`src/pes_pkg.sv`:
```
// pes_pkg: constants, types and register map of the pattern exposure sequencer
package pes_pkg;
	localparam int unsigned CLK_PERIOD_PS = 5000;
	localparam int unsigned US_PS         = 1000000;
	localparam int unsigned US_PER_S      = 1000000;
	localparam int unsigned US_CYC        = US_PS / CLK_PERIOD_PS;
	localparam int unsigned FT_MIN_US     = 20;
	localparam int unsigned FT_CYC        = (FT_MIN_US * US_PS + CLK_PERIOD_PS - 1) / CLK_PERIOD_PS;
	localparam int unsigned EXT8_MAX_HZ   = 120;
	localparam int unsigned EXT8_MAX_PAT  = 3;
	localparam int unsigned EXT8_PAT_HZ   = EXT8_MAX_HZ * EXT8_MAX_PAT;
	localparam int unsigned EXT1_MAX_MHZ  = 104200;
	localparam int unsigned EXT1_MAX_PAT  = 24;
	localparam int unsigned EXT1_PAT_HZ   = 2500;
	localparam int unsigned MEM_DEPTH     = 16;
	localparam int unsigned IVL_W         = 20;
	localparam int unsigned PAT_W         = 24;
	localparam int unsigned CNT_W         = 5;
	localparam int unsigned MODE_W        = 2;
	localparam int unsigned ILL_W         = 3;
	localparam int unsigned ADDR_W        = 8;
	localparam int unsigned DATA_W        = 32;
	localparam logic [IVL_W-1:0] IVL_ZERO = 20'h0;
	localparam logic [IVL_W-1:0] IVL_ONE  = 20'h1;
	localparam logic [IVL_W-1:0] IVL_MAX  = 20'hfffff;
	localparam logic [IVL_W-1:0] EXT8_MIN_FRM_US = 20'(US_PER_S / EXT8_MAX_HZ);
	localparam logic [IVL_W-1:0] EXT1_MIN_FRM_US = 20'((US_PER_S / 100) * 100000 / EXT1_MAX_MHZ);
	localparam logic [IVL_W+1:0] EXT8_MIN_PAT_US = 22'(US_PER_S / EXT8_PAT_HZ);
	localparam logic [IVL_W+1:0] EXT1_MIN_PAT_US = 22'(US_PER_S / EXT1_PAT_HZ);
	localparam logic [7:0] PSC_LAST = 8'(US_CYC - 1);
	localparam logic [11:0] FT_LOAD = 12'(FT_CYC);
	localparam logic [CNT_W-1:0] CNT_ONE = 5'h1;
	localparam logic [CNT_W-1:0] CNT_EXT8 = 5'(EXT8_MAX_PAT);
	localparam logic [CNT_W-1:0] CNT_EXT1 = 5'(EXT1_MAX_PAT);
	localparam logic [CNT_W-1:0] CNT_MEM = 5'(MEM_DEPTH);
	localparam logic [ADDR_W-1:0] REG_CTRL   = 8'h00;
	localparam logic [ADDR_W-1:0] REG_PRE    = 8'h04;
	localparam logic [ADDR_W-1:0] REG_LIT    = 8'h08;
	localparam logic [ADDR_W-1:0] REG_POST   = 8'h0c;
	localparam logic [ADDR_W-1:0] REG_FTD    = 8'h10;
	localparam logic [ADDR_W-1:0] REG_PTD    = 8'h14;
	localparam logic [ADDR_W-1:0] REG_FRAME  = 8'h18;
	localparam logic [ADDR_W-1:0] REG_ILLUM8 = 8'h1c;
	localparam logic [ADDR_W-1:0] REG_STATUS = 8'h20;
	localparam int unsigned CTRL_MODE_LSB = 0;
	localparam int unsigned CTRL_RUN_BIT  = 2;
	localparam int unsigned CTRL_GO_BIT   = 3;
	localparam int unsigned CTRL_CNT_LSB  = 4;
	localparam int unsigned CTRL_ILL_LSB  = 9;
	localparam int unsigned CTRL_ROW_BIT  = 12;
	localparam int unsigned STS_OVR_BIT   = 9;
	localparam int unsigned STS_RERR_BIT  = 10;
	typedef enum logic [1:0] {
		MODE_EXT8 = 2'b00, MODE_EXT1 = 2'b01, MODE_FREE = 2'b10, MODE_TRIG = 2'b11
	} pes_mode_t;
	typedef enum logic [2:0] {
		ST_IDLE = 3'b000, ST_LOAD = 3'b001, ST_PRE = 3'b010, ST_LIT = 3'b011,
		ST_POST = 3'b100, ST_FILL = 3'b101, ST_WTRIG = 3'b110
	} pes_state_t;
	typedef struct packed {
		logic [ADDR_W-1:0] addr;
		logic [DATA_W-1:0] wdata;
		logic              we;
		logic              re;
	} pes_bus_req_t;
endpackage

```
`src/pes_sequencer.sv`:
```
// pes_sequencer: pattern exposure sequencer with register port and trigger outputs
`timescale 1ns/1ps
module pes_sequencer (
	input  wire logic                 clk_sys,                      // 200 MHz system clock
	input  wire logic                 arst_n,                       // async reset, active low
	input  wire pes_pkg::pes_bus_req_t bus,                         // register port request
	output logic [pes_pkg::DATA_W-1:0] rdata,                       // read data, cycle after read
	input  wire logic                 vsync_in,                     // input frame sync pin
	input  wire logic [pes_pkg::PAT_W-1:0] pixel_in,                // parallel pixel word pins
	input  wire logic                 pattern_advance_trigger_in,   // external trigger pin
	output logic                      flash_rd_req,                 // memory load request
	output logic [3:0]                flash_rd_addr,                // memory load entry
	input  wire logic [pes_pkg::PAT_W-1:0] flash_rd_data,           // memory load data
	input  wire logic                 flash_rd_valid,               // memory load data valid
	output logic                      frame_set_trigger_out,        // frame or set trigger
	output logic                      pattern_exposure_trigger_out, // per pattern trigger
	output logic                      pattern_ready,                // ready for trigger input
	output logic [pes_pkg::ILL_W-1:0] illum_en,                     // illuminator enables
	output logic [pes_pkg::PAT_W-1:0] show_data,                    // pattern shown on array
	output logic                      row_replicate                 // internal line is a row
);
	import pes_pkg::*;

	pes_mode_t               mode;
	pes_state_t              state, next_state;
	logic                    run, go, ovr, rerr, seen;
	logic [CNT_W-1:0]        cnt_cfg, npat, pat_idx;
	logic [ILL_W-1:0]        ill1, cur_ill;
	logic [3*ILL_W-1:0]      ill8;
	logic [IVL_W-1:0]        pre_ivl, lit_ivl, post_ivl, ftd, ptd, frm_per;
	logic [IVL_W-1:0]        st_us, pat_us, frm_us;
	logic [IVL_W+1:0]        sum3;
	logic [7:0]              psc;
	logic [11:0]             ft_cnt;
	logic                    ft_pend, ft_fire;
	logic [1:0]              vs_sy, tr_sy;
	logic                    vs_d, tr_d;
	logic [PAT_W-1:0]        px_s1, px_s2, frame_word, cur_data;
	logic [PAT_W-1:0]        mem [MEM_DEPTH];
	logic                    ext_mode, tick, vs_rise, tr_rise, trig_take, free_hit;
	logic                    ld_done, frm_start, last, running, rate_bad;
	logic                    pre_done, lit_done, post_done;

	function automatic logic ivl_done(input logic [IVL_W-1:0] len, input logic [IVL_W-1:0] cnt,
		input logic tk);
		return (len == IVL_ZERO) || (tk && cnt == len - IVL_ONE);
	endfunction

	// register writes
	always_ff @(posedge clk_sys or negedge arst_n) begin
		if (!arst_n) begin
			mode <= MODE_EXT8;
			run <= 1'b0;
			cnt_cfg <= CNT_ONE;
			ill1 <= 3'h0;
			row_replicate <= 1'b0;
			ill8 <= 9'h0;
			pre_ivl <= IVL_ZERO;
			lit_ivl <= IVL_ZERO;
			post_ivl <= IVL_ZERO;
			ftd <= IVL_ZERO;
			ptd <= IVL_ZERO;
			frm_per <= IVL_ZERO;
		end else if (bus.we) begin
			unique case (bus.addr)
				REG_CTRL: begin
					mode <= pes_mode_t'(bus.wdata[CTRL_MODE_LSB +: MODE_W]);
					run <= bus.wdata[CTRL_RUN_BIT];
					cnt_cfg <= bus.wdata[CTRL_CNT_LSB +: CNT_W];
					ill1 <= bus.wdata[CTRL_ILL_LSB +: ILL_W];
					row_replicate <= bus.wdata[CTRL_ROW_BIT];
				end
				REG_PRE:    pre_ivl <= bus.wdata[IVL_W-1:0];
				REG_LIT:    lit_ivl <= bus.wdata[IVL_W-1:0];
				REG_POST:   post_ivl <= bus.wdata[IVL_W-1:0];
				REG_FTD:    ftd <= bus.wdata[IVL_W-1:0];
				REG_PTD:    ptd <= bus.wdata[IVL_W-1:0];
				REG_FRAME:  frm_per <= bus.wdata[IVL_W-1:0];
				REG_ILLUM8: ill8 <= bus.wdata[3*ILL_W-1:0];
				default: ;
			endcase
		end
	end

	always_ff @(posedge clk_sys or negedge arst_n) begin
		if (!arst_n)
			go <= 1'b0;
		else
			go <= bus.we && bus.addr == REG_CTRL && bus.wdata[CTRL_GO_BIT];
	end

	// register reads; unmapped addresses read zero
	always_ff @(posedge clk_sys or negedge arst_n) begin
		if (!arst_n) begin
			rdata <= 32'h0;
		end else if (bus.re) begin
			unique case (bus.addr)
				REG_CTRL:   rdata <= {19'h0, row_replicate, ill1, cnt_cfg, 1'b0, run, mode};
				REG_PRE:    rdata <= {12'h0, pre_ivl};
				REG_LIT:    rdata <= {12'h0, lit_ivl};
				REG_POST:   rdata <= {12'h0, post_ivl};
				REG_FTD:    rdata <= {12'h0, ftd};
				REG_PTD:    rdata <= {12'h0, ptd};
				REG_FRAME:  rdata <= {12'h0, frm_per};
				REG_ILLUM8: rdata <= {23'h0, ill8};
				REG_STATUS: rdata <= {21'h0, rerr, ovr, pat_idx, 1'b0, state};
				default:    rdata <= 32'h0;
			endcase
		end else begin
			rdata <= 32'h0;
		end
	end

	// pin synchronisers; the pixel word is assumed stable around the sync edge
	always_ff @(posedge clk_sys or negedge arst_n) begin
		if (!arst_n) begin
			vs_sy <= 2'h0;
			tr_sy <= 2'h0;
			vs_d <= 1'b0;
			tr_d <= 1'b0;
			px_s1 <= 24'h0;
			px_s2 <= 24'h0;
		end else begin
			vs_sy <= {vs_sy[0], vsync_in};
			tr_sy <= {tr_sy[0], pattern_advance_trigger_in};
			vs_d <= vs_sy[1];
			tr_d <= tr_sy[1];
			px_s1 <= pixel_in;
			px_s2 <= px_s1;
		end
	end

	assign vs_rise = vs_sy[1] && !vs_d;
	assign tr_rise = tr_sy[1] && !tr_d;
	assign ext_mode = (mode == MODE_EXT8) || (mode == MODE_EXT1);
	assign tick = (psc == PSC_LAST);
	assign running = (state == ST_PRE) || (state == ST_LIT) || (state == ST_POST);

	always_comb begin
		npat = (cnt_cfg == 5'h0) ? CNT_ONE : cnt_cfg;
		unique case (mode)
			MODE_EXT8: if (cnt_cfg > CNT_EXT8) npat = CNT_EXT8;
			MODE_EXT1: if (cnt_cfg > CNT_EXT1) npat = CNT_EXT1;
			MODE_FREE, MODE_TRIG: if (cnt_cfg > CNT_MEM) npat = CNT_MEM;
		endcase
	end

	assign last = (pat_idx == 5'(npat - CNT_ONE));
	// only the ready window admits a trigger; external modes never open it
	assign pattern_ready = (mode == MODE_TRIG) && (state == ST_WTRIG);
	assign trig_take = pattern_ready && tr_rise;
	assign ld_done = (state == ST_LOAD) && flash_rd_valid && (flash_rd_addr == npat[3:0] - 4'h1);
	assign free_hit = (mode == MODE_FREE) && (running || state == ST_FILL) && tick
		&& frm_per != IVL_ZERO && frm_us == frm_per - IVL_ONE;
	assign frm_start = (ext_mode && run && vs_rise && state != ST_IDLE)
		|| free_hit || (ld_done && mode == MODE_FREE) || trig_take;
	assign pre_done = ivl_done(pre_ivl, st_us, tick);
	assign lit_done = ivl_done(lit_ivl, st_us, tick);
	assign post_done = ivl_done(post_ivl, st_us, tick);

	always_comb begin
		next_state = state;
		unique case (state)
			ST_IDLE:  if (run && ext_mode) next_state = ST_FILL;
				else if (run && go) next_state = ST_LOAD;
			ST_LOAD:  if (ld_done && mode == MODE_TRIG) next_state = ST_WTRIG;
			ST_PRE:   if (pre_done) next_state = ST_LIT;
			ST_LIT:   if (lit_done) next_state = ST_POST;
			ST_POST:  if (post_done) begin
				if (mode == MODE_TRIG)
					next_state = ST_WTRIG;
				else if (last)
					next_state = ST_FILL;
				else
					next_state = ST_PRE;
			end
			ST_FILL:  next_state = ST_FILL;
			ST_WTRIG: next_state = ST_WTRIG;
			default:  next_state = ST_IDLE;
		endcase
		// a new frame restarts the sequence even mid-pattern
		if (frm_start)
			next_state = ST_PRE;
		if (!run)
			next_state = ST_IDLE;
	end

	always_ff @(posedge clk_sys or negedge arst_n) begin
		if (!arst_n)
			state <= ST_IDLE;
		else
			state <= next_state;
	end

	// microsecond timebase, realigned on each frame so intervals start on a tick
	always_ff @(posedge clk_sys or negedge arst_n) begin
		if (!arst_n)
			psc <= 8'h0;
		else if (frm_start || tick)
			psc <= 8'h0;
		else
			psc <= psc + 8'h1;
	end

	always_ff @(posedge clk_sys or negedge arst_n) begin
		if (!arst_n) begin
			st_us <= IVL_ZERO;
			pat_us <= IVL_ZERO;
			frm_us <= IVL_MAX;
		end else begin
			if (next_state != state || frm_start)
				st_us <= IVL_ZERO;
			else if (tick && st_us != IVL_MAX)
				st_us <= st_us + IVL_ONE;
			if (frm_start || (state == ST_POST && next_state == ST_PRE))
				pat_us <= IVL_ZERO;
			else if (tick && pat_us != IVL_MAX)
				pat_us <= pat_us + IVL_ONE;
			if (frm_start)
				frm_us <= IVL_ZERO;
			else if (tick && frm_us != IVL_MAX)
				frm_us <= frm_us + IVL_ONE;
		end
	end

	always_ff @(posedge clk_sys or negedge arst_n) begin
		if (!arst_n)
			pat_idx <= 5'h0;
		else if (state == ST_IDLE || state == ST_LOAD)
			pat_idx <= 5'h0;
		else if (frm_start && mode != MODE_TRIG)
			pat_idx <= 5'h0;
		else if (state == ST_POST && post_done)
			pat_idx <= last ? 5'h0 : 5'(pat_idx + CNT_ONE);
	end

	always_ff @(posedge clk_sys or negedge arst_n) begin
		if (!arst_n)
			frame_word <= 24'h0;
		else if (frm_start && ext_mode)
			frame_word <= px_s2;
	end

	// internal line memory fill; data array has no reset on purpose
	always_ff @(posedge clk_sys or negedge arst_n) begin
		if (!arst_n)
			flash_rd_addr <= 4'h0;
		else if (state != ST_LOAD)
			flash_rd_addr <= 4'h0;
		else if (flash_rd_valid && !ld_done)
			flash_rd_addr <= flash_rd_addr + 4'h1;
	end
	always_ff @(posedge clk_sys) begin
		if (state == ST_LOAD && flash_rd_valid)
			mem[flash_rd_addr] <= flash_rd_data;
	end
	assign flash_rd_req = (state == ST_LOAD);

	always_comb begin
		cur_ill = ill1;
		cur_data = mem[pat_idx[3:0]];
		unique case (mode)
			MODE_EXT8: begin
				cur_ill = ill8[pat_idx[1:0] * ILL_W +: ILL_W];
				cur_data = {16'h0, frame_word[pat_idx[1:0] * 8 +: 8]};
			end
			MODE_EXT1: cur_data = {PAT_W{frame_word[pat_idx]}};
			MODE_FREE, MODE_TRIG: ;
		endcase
	end

	always_ff @(posedge clk_sys or negedge arst_n) begin
		if (!arst_n) begin
			illum_en <= 3'h0;
			show_data <= 24'h0;
		end else if (state == ST_LIT) begin
			illum_en <= cur_ill;
			show_data <= cur_data;
		end else begin
			illum_en <= 3'h0;
			show_data <= 24'h0;
		end
	end

	// frame trigger: delay counted from whichever event opened the frame or set
	always_ff @(posedge clk_sys or negedge arst_n) begin
		if (!arst_n)
			ft_pend <= 1'b0;
		else if (state == ST_IDLE || ft_fire)
			ft_pend <= 1'b0;
		else if (frm_start && (mode != MODE_TRIG || pat_idx == 5'h0))
			ft_pend <= 1'b1;
	end
	assign ft_fire = ft_pend && !frm_start && frm_us >= ftd;
	always_ff @(posedge clk_sys or negedge arst_n) begin
		if (!arst_n) begin
			ft_cnt <= 12'h0;
			frame_set_trigger_out <= 1'b0;
		end else if (ft_fire) begin
			ft_cnt <= FT_LOAD;
			frame_set_trigger_out <= 1'b1;
		end else if (ft_cnt != 12'h0) begin
			ft_cnt <= ft_cnt - 12'h1;
			if (ft_cnt == 12'h1)
				frame_set_trigger_out <= 1'b0;
		end
	end

	// pattern trigger window is the exposure length, shifted by its own delay ptd
	always_ff @(posedge clk_sys or negedge arst_n) begin
		if (!arst_n)
			pattern_exposure_trigger_out <= 1'b0;
		else
			pattern_exposure_trigger_out <= running && pat_us >= ptd
				&& {1'b0, pat_us} < {1'b0, ptd} + {1'b0, lit_ivl};
	end

	// status: overrun and rate violations, sticky; a new event beats the clear
	assign sum3 = {2'b0, pre_ivl} + {2'b0, lit_ivl} + {2'b0, post_ivl};
	assign rate_bad = ext_mode && frm_start && ((seen && frm_us <
		(mode == MODE_EXT8 ? EXT8_MIN_FRM_US : EXT1_MIN_FRM_US))
		|| sum3 < (mode == MODE_EXT8 ? EXT8_MIN_PAT_US : EXT1_MIN_PAT_US));
	always_ff @(posedge clk_sys or negedge arst_n) begin
		if (!arst_n) begin
			ovr <= 1'b0;
			rerr <= 1'b0;
			seen <= 1'b0;
		end else begin
			seen <= (state != ST_IDLE) && (seen || frm_start);
			if (frm_start && running && mode != MODE_TRIG)
				ovr <= 1'b1;
			else if (bus.we && bus.addr == REG_STATUS && bus.wdata[STS_OVR_BIT])
				ovr <= 1'b0;
			if (rate_bad)
				rerr <= 1'b1;
			else if (bus.we && bus.addr == REG_STATUS && bus.wdata[STS_RERR_BIT])
				rerr <= 1'b0;
		end
	end

	// checks
	int unsigned ft_hi;
	int unsigned lit_cyc;
	always_ff @(posedge clk_sys or negedge arst_n) begin
		if (!arst_n) begin
			ft_hi <= 0;
			lit_cyc <= 0;
		end else begin
			ft_hi <= frame_set_trigger_out ? ft_hi + 1 : 0;
			lit_cyc <= (state == ST_LIT) ? lit_cyc + 1 : 0;
		end
	end
endmodule // pes_sequencer

```
`config.mk`:
```
export PLATFORM = sky130hd
export DESIGN_NAME = pes_sequencer
export DESIGN_NICKNAME = d
export VERILOG_FILES = /design/src/pes_pkg.sv /design/src/pes_sequencer.sv
export SDC_FILE = /design/constraint.sdc
export NUM_CORES = 1
export LEC_CHECK = 0
export BUFFER_PORTS_ARGS = -buffer_cell sky130_fd_sc_hd__clkbuf_2
export CAP_MARGIN = 20
export CORE_MARGIN = 2
export CORE_UTILIZATION = 30
export DETAILED_ROUTE_END_ITERATION = 12
export GPL_ROUTABILITY_DRIVEN = 0
export MAX_ROUTING_LAYER = met4
export PLACE_DENSITY = 0.46
export SKIP_LAST_GASP = 1
export SYNTH_ARGS = -nofsm -noshare
export SYNTH_HDL_FRONTEND = slang
export SYNTH_SLANG_ARGS = --single-unit
```
`constraint.sdc`:
```
create_clock -name clk_sys -period 4 [get_ports clk_sys]
set_clock_uncertainty 0.05 [all_clocks]
set_input_delay 0.8 -clock clk_sys [delete_from_list [all_inputs] [get_ports clk_sys]]
set_output_delay 0.8 -clock clk_sys [all_outputs]
set_load 0.05 [all_outputs]
```
==> results of run 1 <==
per-layer routing:
metal / GRT usage / part of all wire
met4: 0.0479 / 0.026
met1: 0.244 / 0.44
met3: 0.0296 / 0.053
met5: - / 0
met2: 0.305 / 0.49
cell type report:
class | count | area (um^2) | area share
Sequential cell | 749 | 20700 | 0.465
Multi-Input combinational cell | 1793 | 15700 | 0.354
Clock buffer | 114 | 2370 | 0.0532
Clock inverter | 45 | 578 | 0.0130
Antenna cell | 2 | 5.00 | 0.000112
Timing Repair Buffer | 363 | 2610 | 0.0587
Inverter | 120 | 450 | 0.0101
Tap cell | 1637 | 2050 | 0.0460
power breakdown:
part           internal [mW]  total (mW)  switching (mW)  leakage [nW]
clock network           4.74        8.14            3.40          1.43
registers               8.22        8.34           0.117          8.25
logic                  0.745        1.82            1.08          8.12
cells by family (layout without fill, tap and decap cells):
| logic type | Yosys count | count (layout) |
|---|---|---|
| DFF | 749 | 749 |
| and+or+nand+nor | 682 | 682 |
| buffers and inverters | 269 | 642 |
| adders and majority gates | 152 | 152 |
| AOI/OAI and AO/OA | 441 | 441 |
| muxes | 313 | 313 |
| other | 1 | 14 |
| xor gates and xnor gates | 193 | 193 |
sequential cells by signal, summed over array words and instances (netlist names), 3 cells and up:
name and cells:
pat_idx 5, ill1 3, pre_ivl 20, px_s2 24, mem 384, ptd 20
pat_us 20, psc 8, ill8 9, frm_per 20, st_us 20, lit_ivl 20
frame_word 24, px_s1 24, flash_rd_addr 4, ftd 20, post_ivl 20, cnt_cfg 5
rdata 20, show_data 24, illum_en 3, state 3, frm_us 20, ft_cnt 12
cell usage in the layout (no fill, tap or decap), types with 92 or more instances in the layout:
master,instances
buf_4,207
clkbuf_2,137
dfrtp_1,339
edfxtp_1,384
ha_1,127
inv_1,116
mux2_2,173
mux4_2,127
nand2_1,111
nor2_1,164
xnor2_1,92
xor2_1,101
worst max-delay path, stage by stage, from the launching register on:
cell and delay, ps:
dfrtp_1 510, nor4_1 500, nand4_1 400, nor3_1 340
xnor2_1 150, a221oi_2 430, or4b_4 590, a211oi_4 280
o21bai_4 140, o21bai_4 150, buf_12 160, clkbuf_16 170
nor2_2 40
synthesized netlist by cell type (26+ instances only):
cell / count
o21ai_0: 66
ha_1: 130
xnor2_1: 92
or3_1: 26
nor3_1: 60
a21oi_1: 88
mux4_2: 127
xor2_1: 101
nand2b_1: 26
nand3_1: 73
a22oi_1: 43
clkbuf_1: 97
mux2_2: 173
edfxtp_1: 384
nor2_1: 177
inv_1: 117
a31oi_1: 32
dfrtp_1: 344
nand4_1: 37
buf_1: 26
nand2_1: 112
per-stage QoR:
stage / hold slack [ps] / TNS (ps) / setup slack (ps) / instance area (um^2) / power (mW)
3_3_place_gp: 287 / -4730 / -409 / 41100 / 10.2
3_5_place_dp: 285 / -7350 / -405 / 41100 / 10.2
6_report: 46.0 / -54.2 / -13.9 / 44500 / 18.3
4_1_cts: 95.3 / -262 / -262 / 44100 / 18.4
5_1_grt: 98.1 / -2410 / -151 / 44500 / 19.0
2_1_floorplan: 281 / 0 / 8.06 / 37200 / 9.45
final timing paths:
| path | to | startpoint | slack [ps] | depth (start not counted) |
|---|---|---|---|---|
| max in group asynchronous | frm_per[5] | arst_n | 2700 | 2 |
| min in group clk_sys | px_s1[7] | pixel_in[7] | 180 | 1 |
| worst min register to register | px_s2[8] | px_s1[8] | 280 | 0 |
| worst min-delay path | st_us[11] | arst_n | 50 | 1 |
| worst max-delay path | pat_us[12] | post_ivl[10] | -10 | 12 |
| worst max register to register | pat_us[12] | post_ivl[10] | -10 | 12 |
what timing repair did:
item	CTS	global route
cloned	0	5
endpoints found under the hold margin	0	0
gates resized for setup	13	47
endpoints found under the setup margin	45	56
hold buffers	0	0
pin swaps	9	30
setup buffers	0	9
==> flow_metrics.env, run 1 <==
export IMPL_status="complete, but fails checks"
export IMPL_failed_checks="setup timing"
export IMPL_grt_use_total=0.188
export IMPL_syn_inst=2800
export IMPL_synth_edf_count=384
export IMPL_area_growth_pct=19.8
export IMPL_post_route_min_period_ps=4010
export IMPL_hold_path_class="input pin to asynchronous set/reset pin"
export IMPL_ys_seq_area_frac=0.557
export IMPL_grt_overflow_total=0
export IMPL_worstSetupPathType="flip-flop to flip-flop"
export IMPL_antenna_found_initial=5
export IMPL_hold_viol_final=0
export IMPL_synthesis_area_um2=37100
export IMPL_fin_cells=4823
export IMPL_post_route_drc_count=0
export IMPL_rows=129
export IMPL_max_slew_worst_pin_slew_ps=1050
export IMPL_die_x_um=356
export IMPL_synth_compound_area_frac=0.0826
export IMPL_start_util=0.301
export IMPL_synthXorXnorAreaFrac=0.0455
export IMPL_async_reset_ff_frac=0.487
export IMPL_fin_ws_ps=-13.9
export IMPL_num_fill_cells=11900
export IMPL_max_freq_mhz=249
export IMPL_yosysWarnings=0
export IMPL_io_buffer_count=138
export IMPL_fp_dieArea_um2=127000
export IMPL_setup_viol=6
export IMPL_dr_total_vias=25100
export IMPL_synth_flop_cell="edfxtp_1"
export IMPL_p_leak_nw=17.8
export IMPL_clk_latency_ps=710
export IMPL_dp_hpwl_um=80200
export IMPL_dp_cells=4648
export IMPL_grt_pass1_wl_um=171000
export IMPL_synth_seq_cells=749
export IMPL_drtIter0Drc=2159
export IMPL_tritoncts="yes"
export IMPL_drv_cap=0
export IMPL_antenna_left=0
export IMPL_worstPathArrival_ps=4560
export IMPL_drt_pass1_iterations=5
export IMPL_synthMuxAreaShare=0.133
export IMPL_synth_simple_gate_area_frac=0.0966
export IMPL_grt_max_degree=100
export IMPL_yosysTopAreaCellShare=0.311
export IMPL_finalMaxSlewViolations=0
export IMPL_post_route_util=0.361
export IMPL_grt_pass1_vias=25900
export IMPL_peakVddDrop_mv=0.329
export IMPL_p_per_area_nw_per_um2=411
export IMPL_synthTopCellsByArea="edfxtp_1, dfrtp_1, mux4_2"
export IMPL_cts_max_path_buffers=3
export IMPL_die_h_um=356
export IMPL_routedWlPerCell_um=24.2
export IMPL_synth_avg_cell_area_um2=13.3
export IMPL_required_ps=4550
export IMPL_yosysTopAreaCell="edfxtp_1"
export IMPL_cts_htree_levels=3
export IMPL_avgViaCountPerCell=5.21
export IMPL_clock_sinks=749
export IMPL_clock_root_buffer="clkbuf_16"
export IMPL_end_kind="flip-flop"
export IMPL_fin_crit_sh=1.00
export IMPL_start_kind="flip-flop"
export IMPL_ios=163
export IMPL_path_clk_slew_ps=60
export IMPL_synthAdderAreaFrac=0.0557
export IMPL_coreArea_um2=123000
export IMPL_max_slew_margin=0.294
export IMPL_drive_gt1_frac=0.290
export IMPL_cts_made_buffers=85
export IMPL_synth_cell_types=93
export IMPL_cp_max_fo=7
export IMPL_synth_top_family_by_area="multiplexers"
export IMPL_nets=3359
export IMPL_wirelength_um=117000
export IMPL_rsz0062_at_grt="true"
No activity file was read; power rests on OpenSTA's default activity.
==> inputs of run 2 (changes only) <==
- REMOVE_ABC_BUFFERS: unset -> 1
==> run 2 against run 1 <==
The run still ends with setup timing left; combinational power increased by 3%; routed wire length increased by 0.28%; total power decreased by 2.0%; sequential cell count unchanged; clock power decreased by 5.3%.
==> flow_metrics.env, run 2 (same netlist as run 1, synthesis figures left out) <==
export IMPL_p_leak_nw=17.8
export IMPL_layout_common_cells="edfxtp_1, dfrtp_1, buf_4"
export IMPL_cts_made_buffers=87
export IMPL_coreArea_um2=123000
export IMPL_finalMaxSlewViolations=0
export IMPL_grt_pass1_wl_um=174000
export IMPL_fin_ws_ps=-33.8
export IMPL_power_switching_mw=4.62
export IMPL_die_x_um=356
export IMPL_switching_share=0.258
export IMPL_area_growth_pct=20.7
export IMPL_largest_reg_flops=384
export IMPL_clock_root_buffer="clkbuf_16"
export IMPL_nets=3373
export IMPL_start_util=0.301
export IMPL_required_ps=4510
export IMPL_path_clk_slew_ps=60
export IMPL_dr_total_vias=25100
export IMPL_hold_path_class="input pin to asynchronous set/reset pin"
export IMPL_grt_pass1_vias=26100
export IMPL_hold_viol_final=0
export IMPL_seqPwrFrac=0.466
export IMPL_r2r_cells=15
export IMPL_max_freq_mhz=248
export IMPL_grt_overflow_total=0
export IMPL_drtIter0Drc=1958
export IMPL_max_slew_worst_pin_slew_ps=1100
export IMPL_avgViaCountPerCell=5.17
export IMPL_place_area_um2=41200
export IMPL_cp_max_fo=2
export IMPL_wirelength_um=117000
export IMPL_clock_sinks=749
export IMPL_end_kind="flip-flop"
export IMPL_clkPwrFrac=0.430
export IMPL_grt_use_total=0.190
export IMPL_ios=163
export IMPL_status="complete, but fails checks"
export IMPL_cts_max_path_buffers=3
export IMPL_antenna_left=0
export IMPL_post_route_min_period_ps=4030
export IMPL_finalInstanceArea_um2=44800
export IMPL_drt_pass1_iterations=6
export IMPL_start_kind="flip-flop"
export IMPL_drive_gt1_frac=0.296
export IMPL_fin_crit_sh=1.01
export IMPL_drv_cap=0
export IMPL_worstSetupPathType="flip-flop to flip-flop"
export IMPL_hold_buffers=0
export IMPL_layout_commonest_cell="edfxtp_1"
export IMPL_worstPathArrival_ps=4550
export IMPL_failed_checks="setup timing"
export IMPL_clk_latency_ps=680
export IMPL_tritoncts="yes"
export IMPL_routedWlPerCell_um=24.2
export IMPL_rows=129
export IMPL_setup_tns_ps=-215
export IMPL_dp_hpwl_um=81900
export IMPL_pwr_share_comb=0.104
export IMPL_setup_viol=11
export IMPL_regMostFlops="mem"
export IMPL_antenna_found_initial=8
export IMPL_fp_dieArea_um2=127000
export IMPL_max_slew_margin=0.267
export IMPL_rsz0062_at_grt="true"
export IMPL_p_per_area_nw_per_um2=400
export IMPL_cts_htree_levels=3
export IMPL_io_buffer_count=138
export IMPL_grt_max_degree=106
export IMPL_post_route_drc_count=0
export IMPL_peakVddDrop_mv=0.348
export IMPL_die_h_um=356
export IMPL_internal_power_mw=13.3
## run 2: changes by cell type in the layout (fill, tap and decap cells not counted), moves of 6 or more
cell / delta
nor2_2: -14
nor2_4: +14
clkbuf_1: +13
buf_12: +11
clkbuf_8: -8
bufinv_16: -6
## run 2: routing by layer
layer	vias to the layer above	part of all wire	global-route usage	routed length, um
li1	11200	-	-	-
met1	13000	0.43	0.239	50200
met2	668	0.49	0.316	57800
met3	169	0.052	0.0308	6090
met4	0	0.026	0.0546	3100
met5	-	0	-	0
## run 2: timing repair
| action | CTS | global route |
|---|---|---|
| endpoints found under the setup margin | 60 | 60 |
| setup buffers | 15 | 7 |
| pin swaps | 33 | 57 |
| gates resized for setup | 50 | 66 |
| cloned | 2 | 4 |
## run 2: worst max-delay path, stage by stage (launching register included)
cell       delay (ps)
dfrtp_1           390
buf_4             140
fa_2              450
ha_4              190
fa_2              400
a211oi_2          230
o21a_1            190
a21oi_2            80
o41ai_2           280
buf_4             210
buf_4             120
o21ai_0           100
a2111oi_1         410
o221ai_1          190
a2111o_1          300
o31ai_1           200
## run 2: power groups by stage
stage	sequential [mW]	combinational (mW)	clock, mW
5_1_grt	8.35	2.04	8.21
2_1_floorplan	8.48	0.942	0
4_1_cts	8.34	1.79	7.93
6_report	8.35	1.87	7.71
3_5_place_dp	8.49	1.72	0
3_3_place_gp	8.49	1.68	0
## run 2: final cells by class
class                           count  area, um^2
Sequential cell                   749       20700
Multi-Input combinational cell   1793       16000
Inverter                          120         453
Tap cell                         1637        2050
Clock inverter                     40         418
Fill cell                       12000       78500
Timing Repair Buffer              375        2850
Antenna cell                        6        15.0
Clock buffer                      121        2350
## run 2: path summary, 6_finish.rpt
path                         startpoint     endpoint  slack (ps)
max reg2reg                 post_ivl[1]         rerr         -30
min reg2reg                    px_s1[9]     px_s2[9]         300
min                              arst_n  pre_ivl[18]          50
max in group asynchronous        arst_n       psc[3]        2900
max                         post_ivl[1]         rerr         -30
min in group clk_sys       pixel_in[10]    px_s1[10]         170
## run 2: stage by stage
step / utilization / hold slack, ps / total power, mW / setup WS [ps] / std cells
2_1_floorplan: - / 281 / 9.42 / -4020 / 2662
3_3_place_gp: 0.334 / 292 / 10.2 / -503 / 4649
3_5_place_dp: 0.334 / 285 / 10.2 / -365 / 4649
4_1_cts: 0.360 / 53.9 / 18.1 / -269 / 4826
5_1_grt: 0.363 / 91.5 / 18.6 / -196 / 4841
6_report: 0.363 / 50.2 / 17.9 / -33.8 / 4841
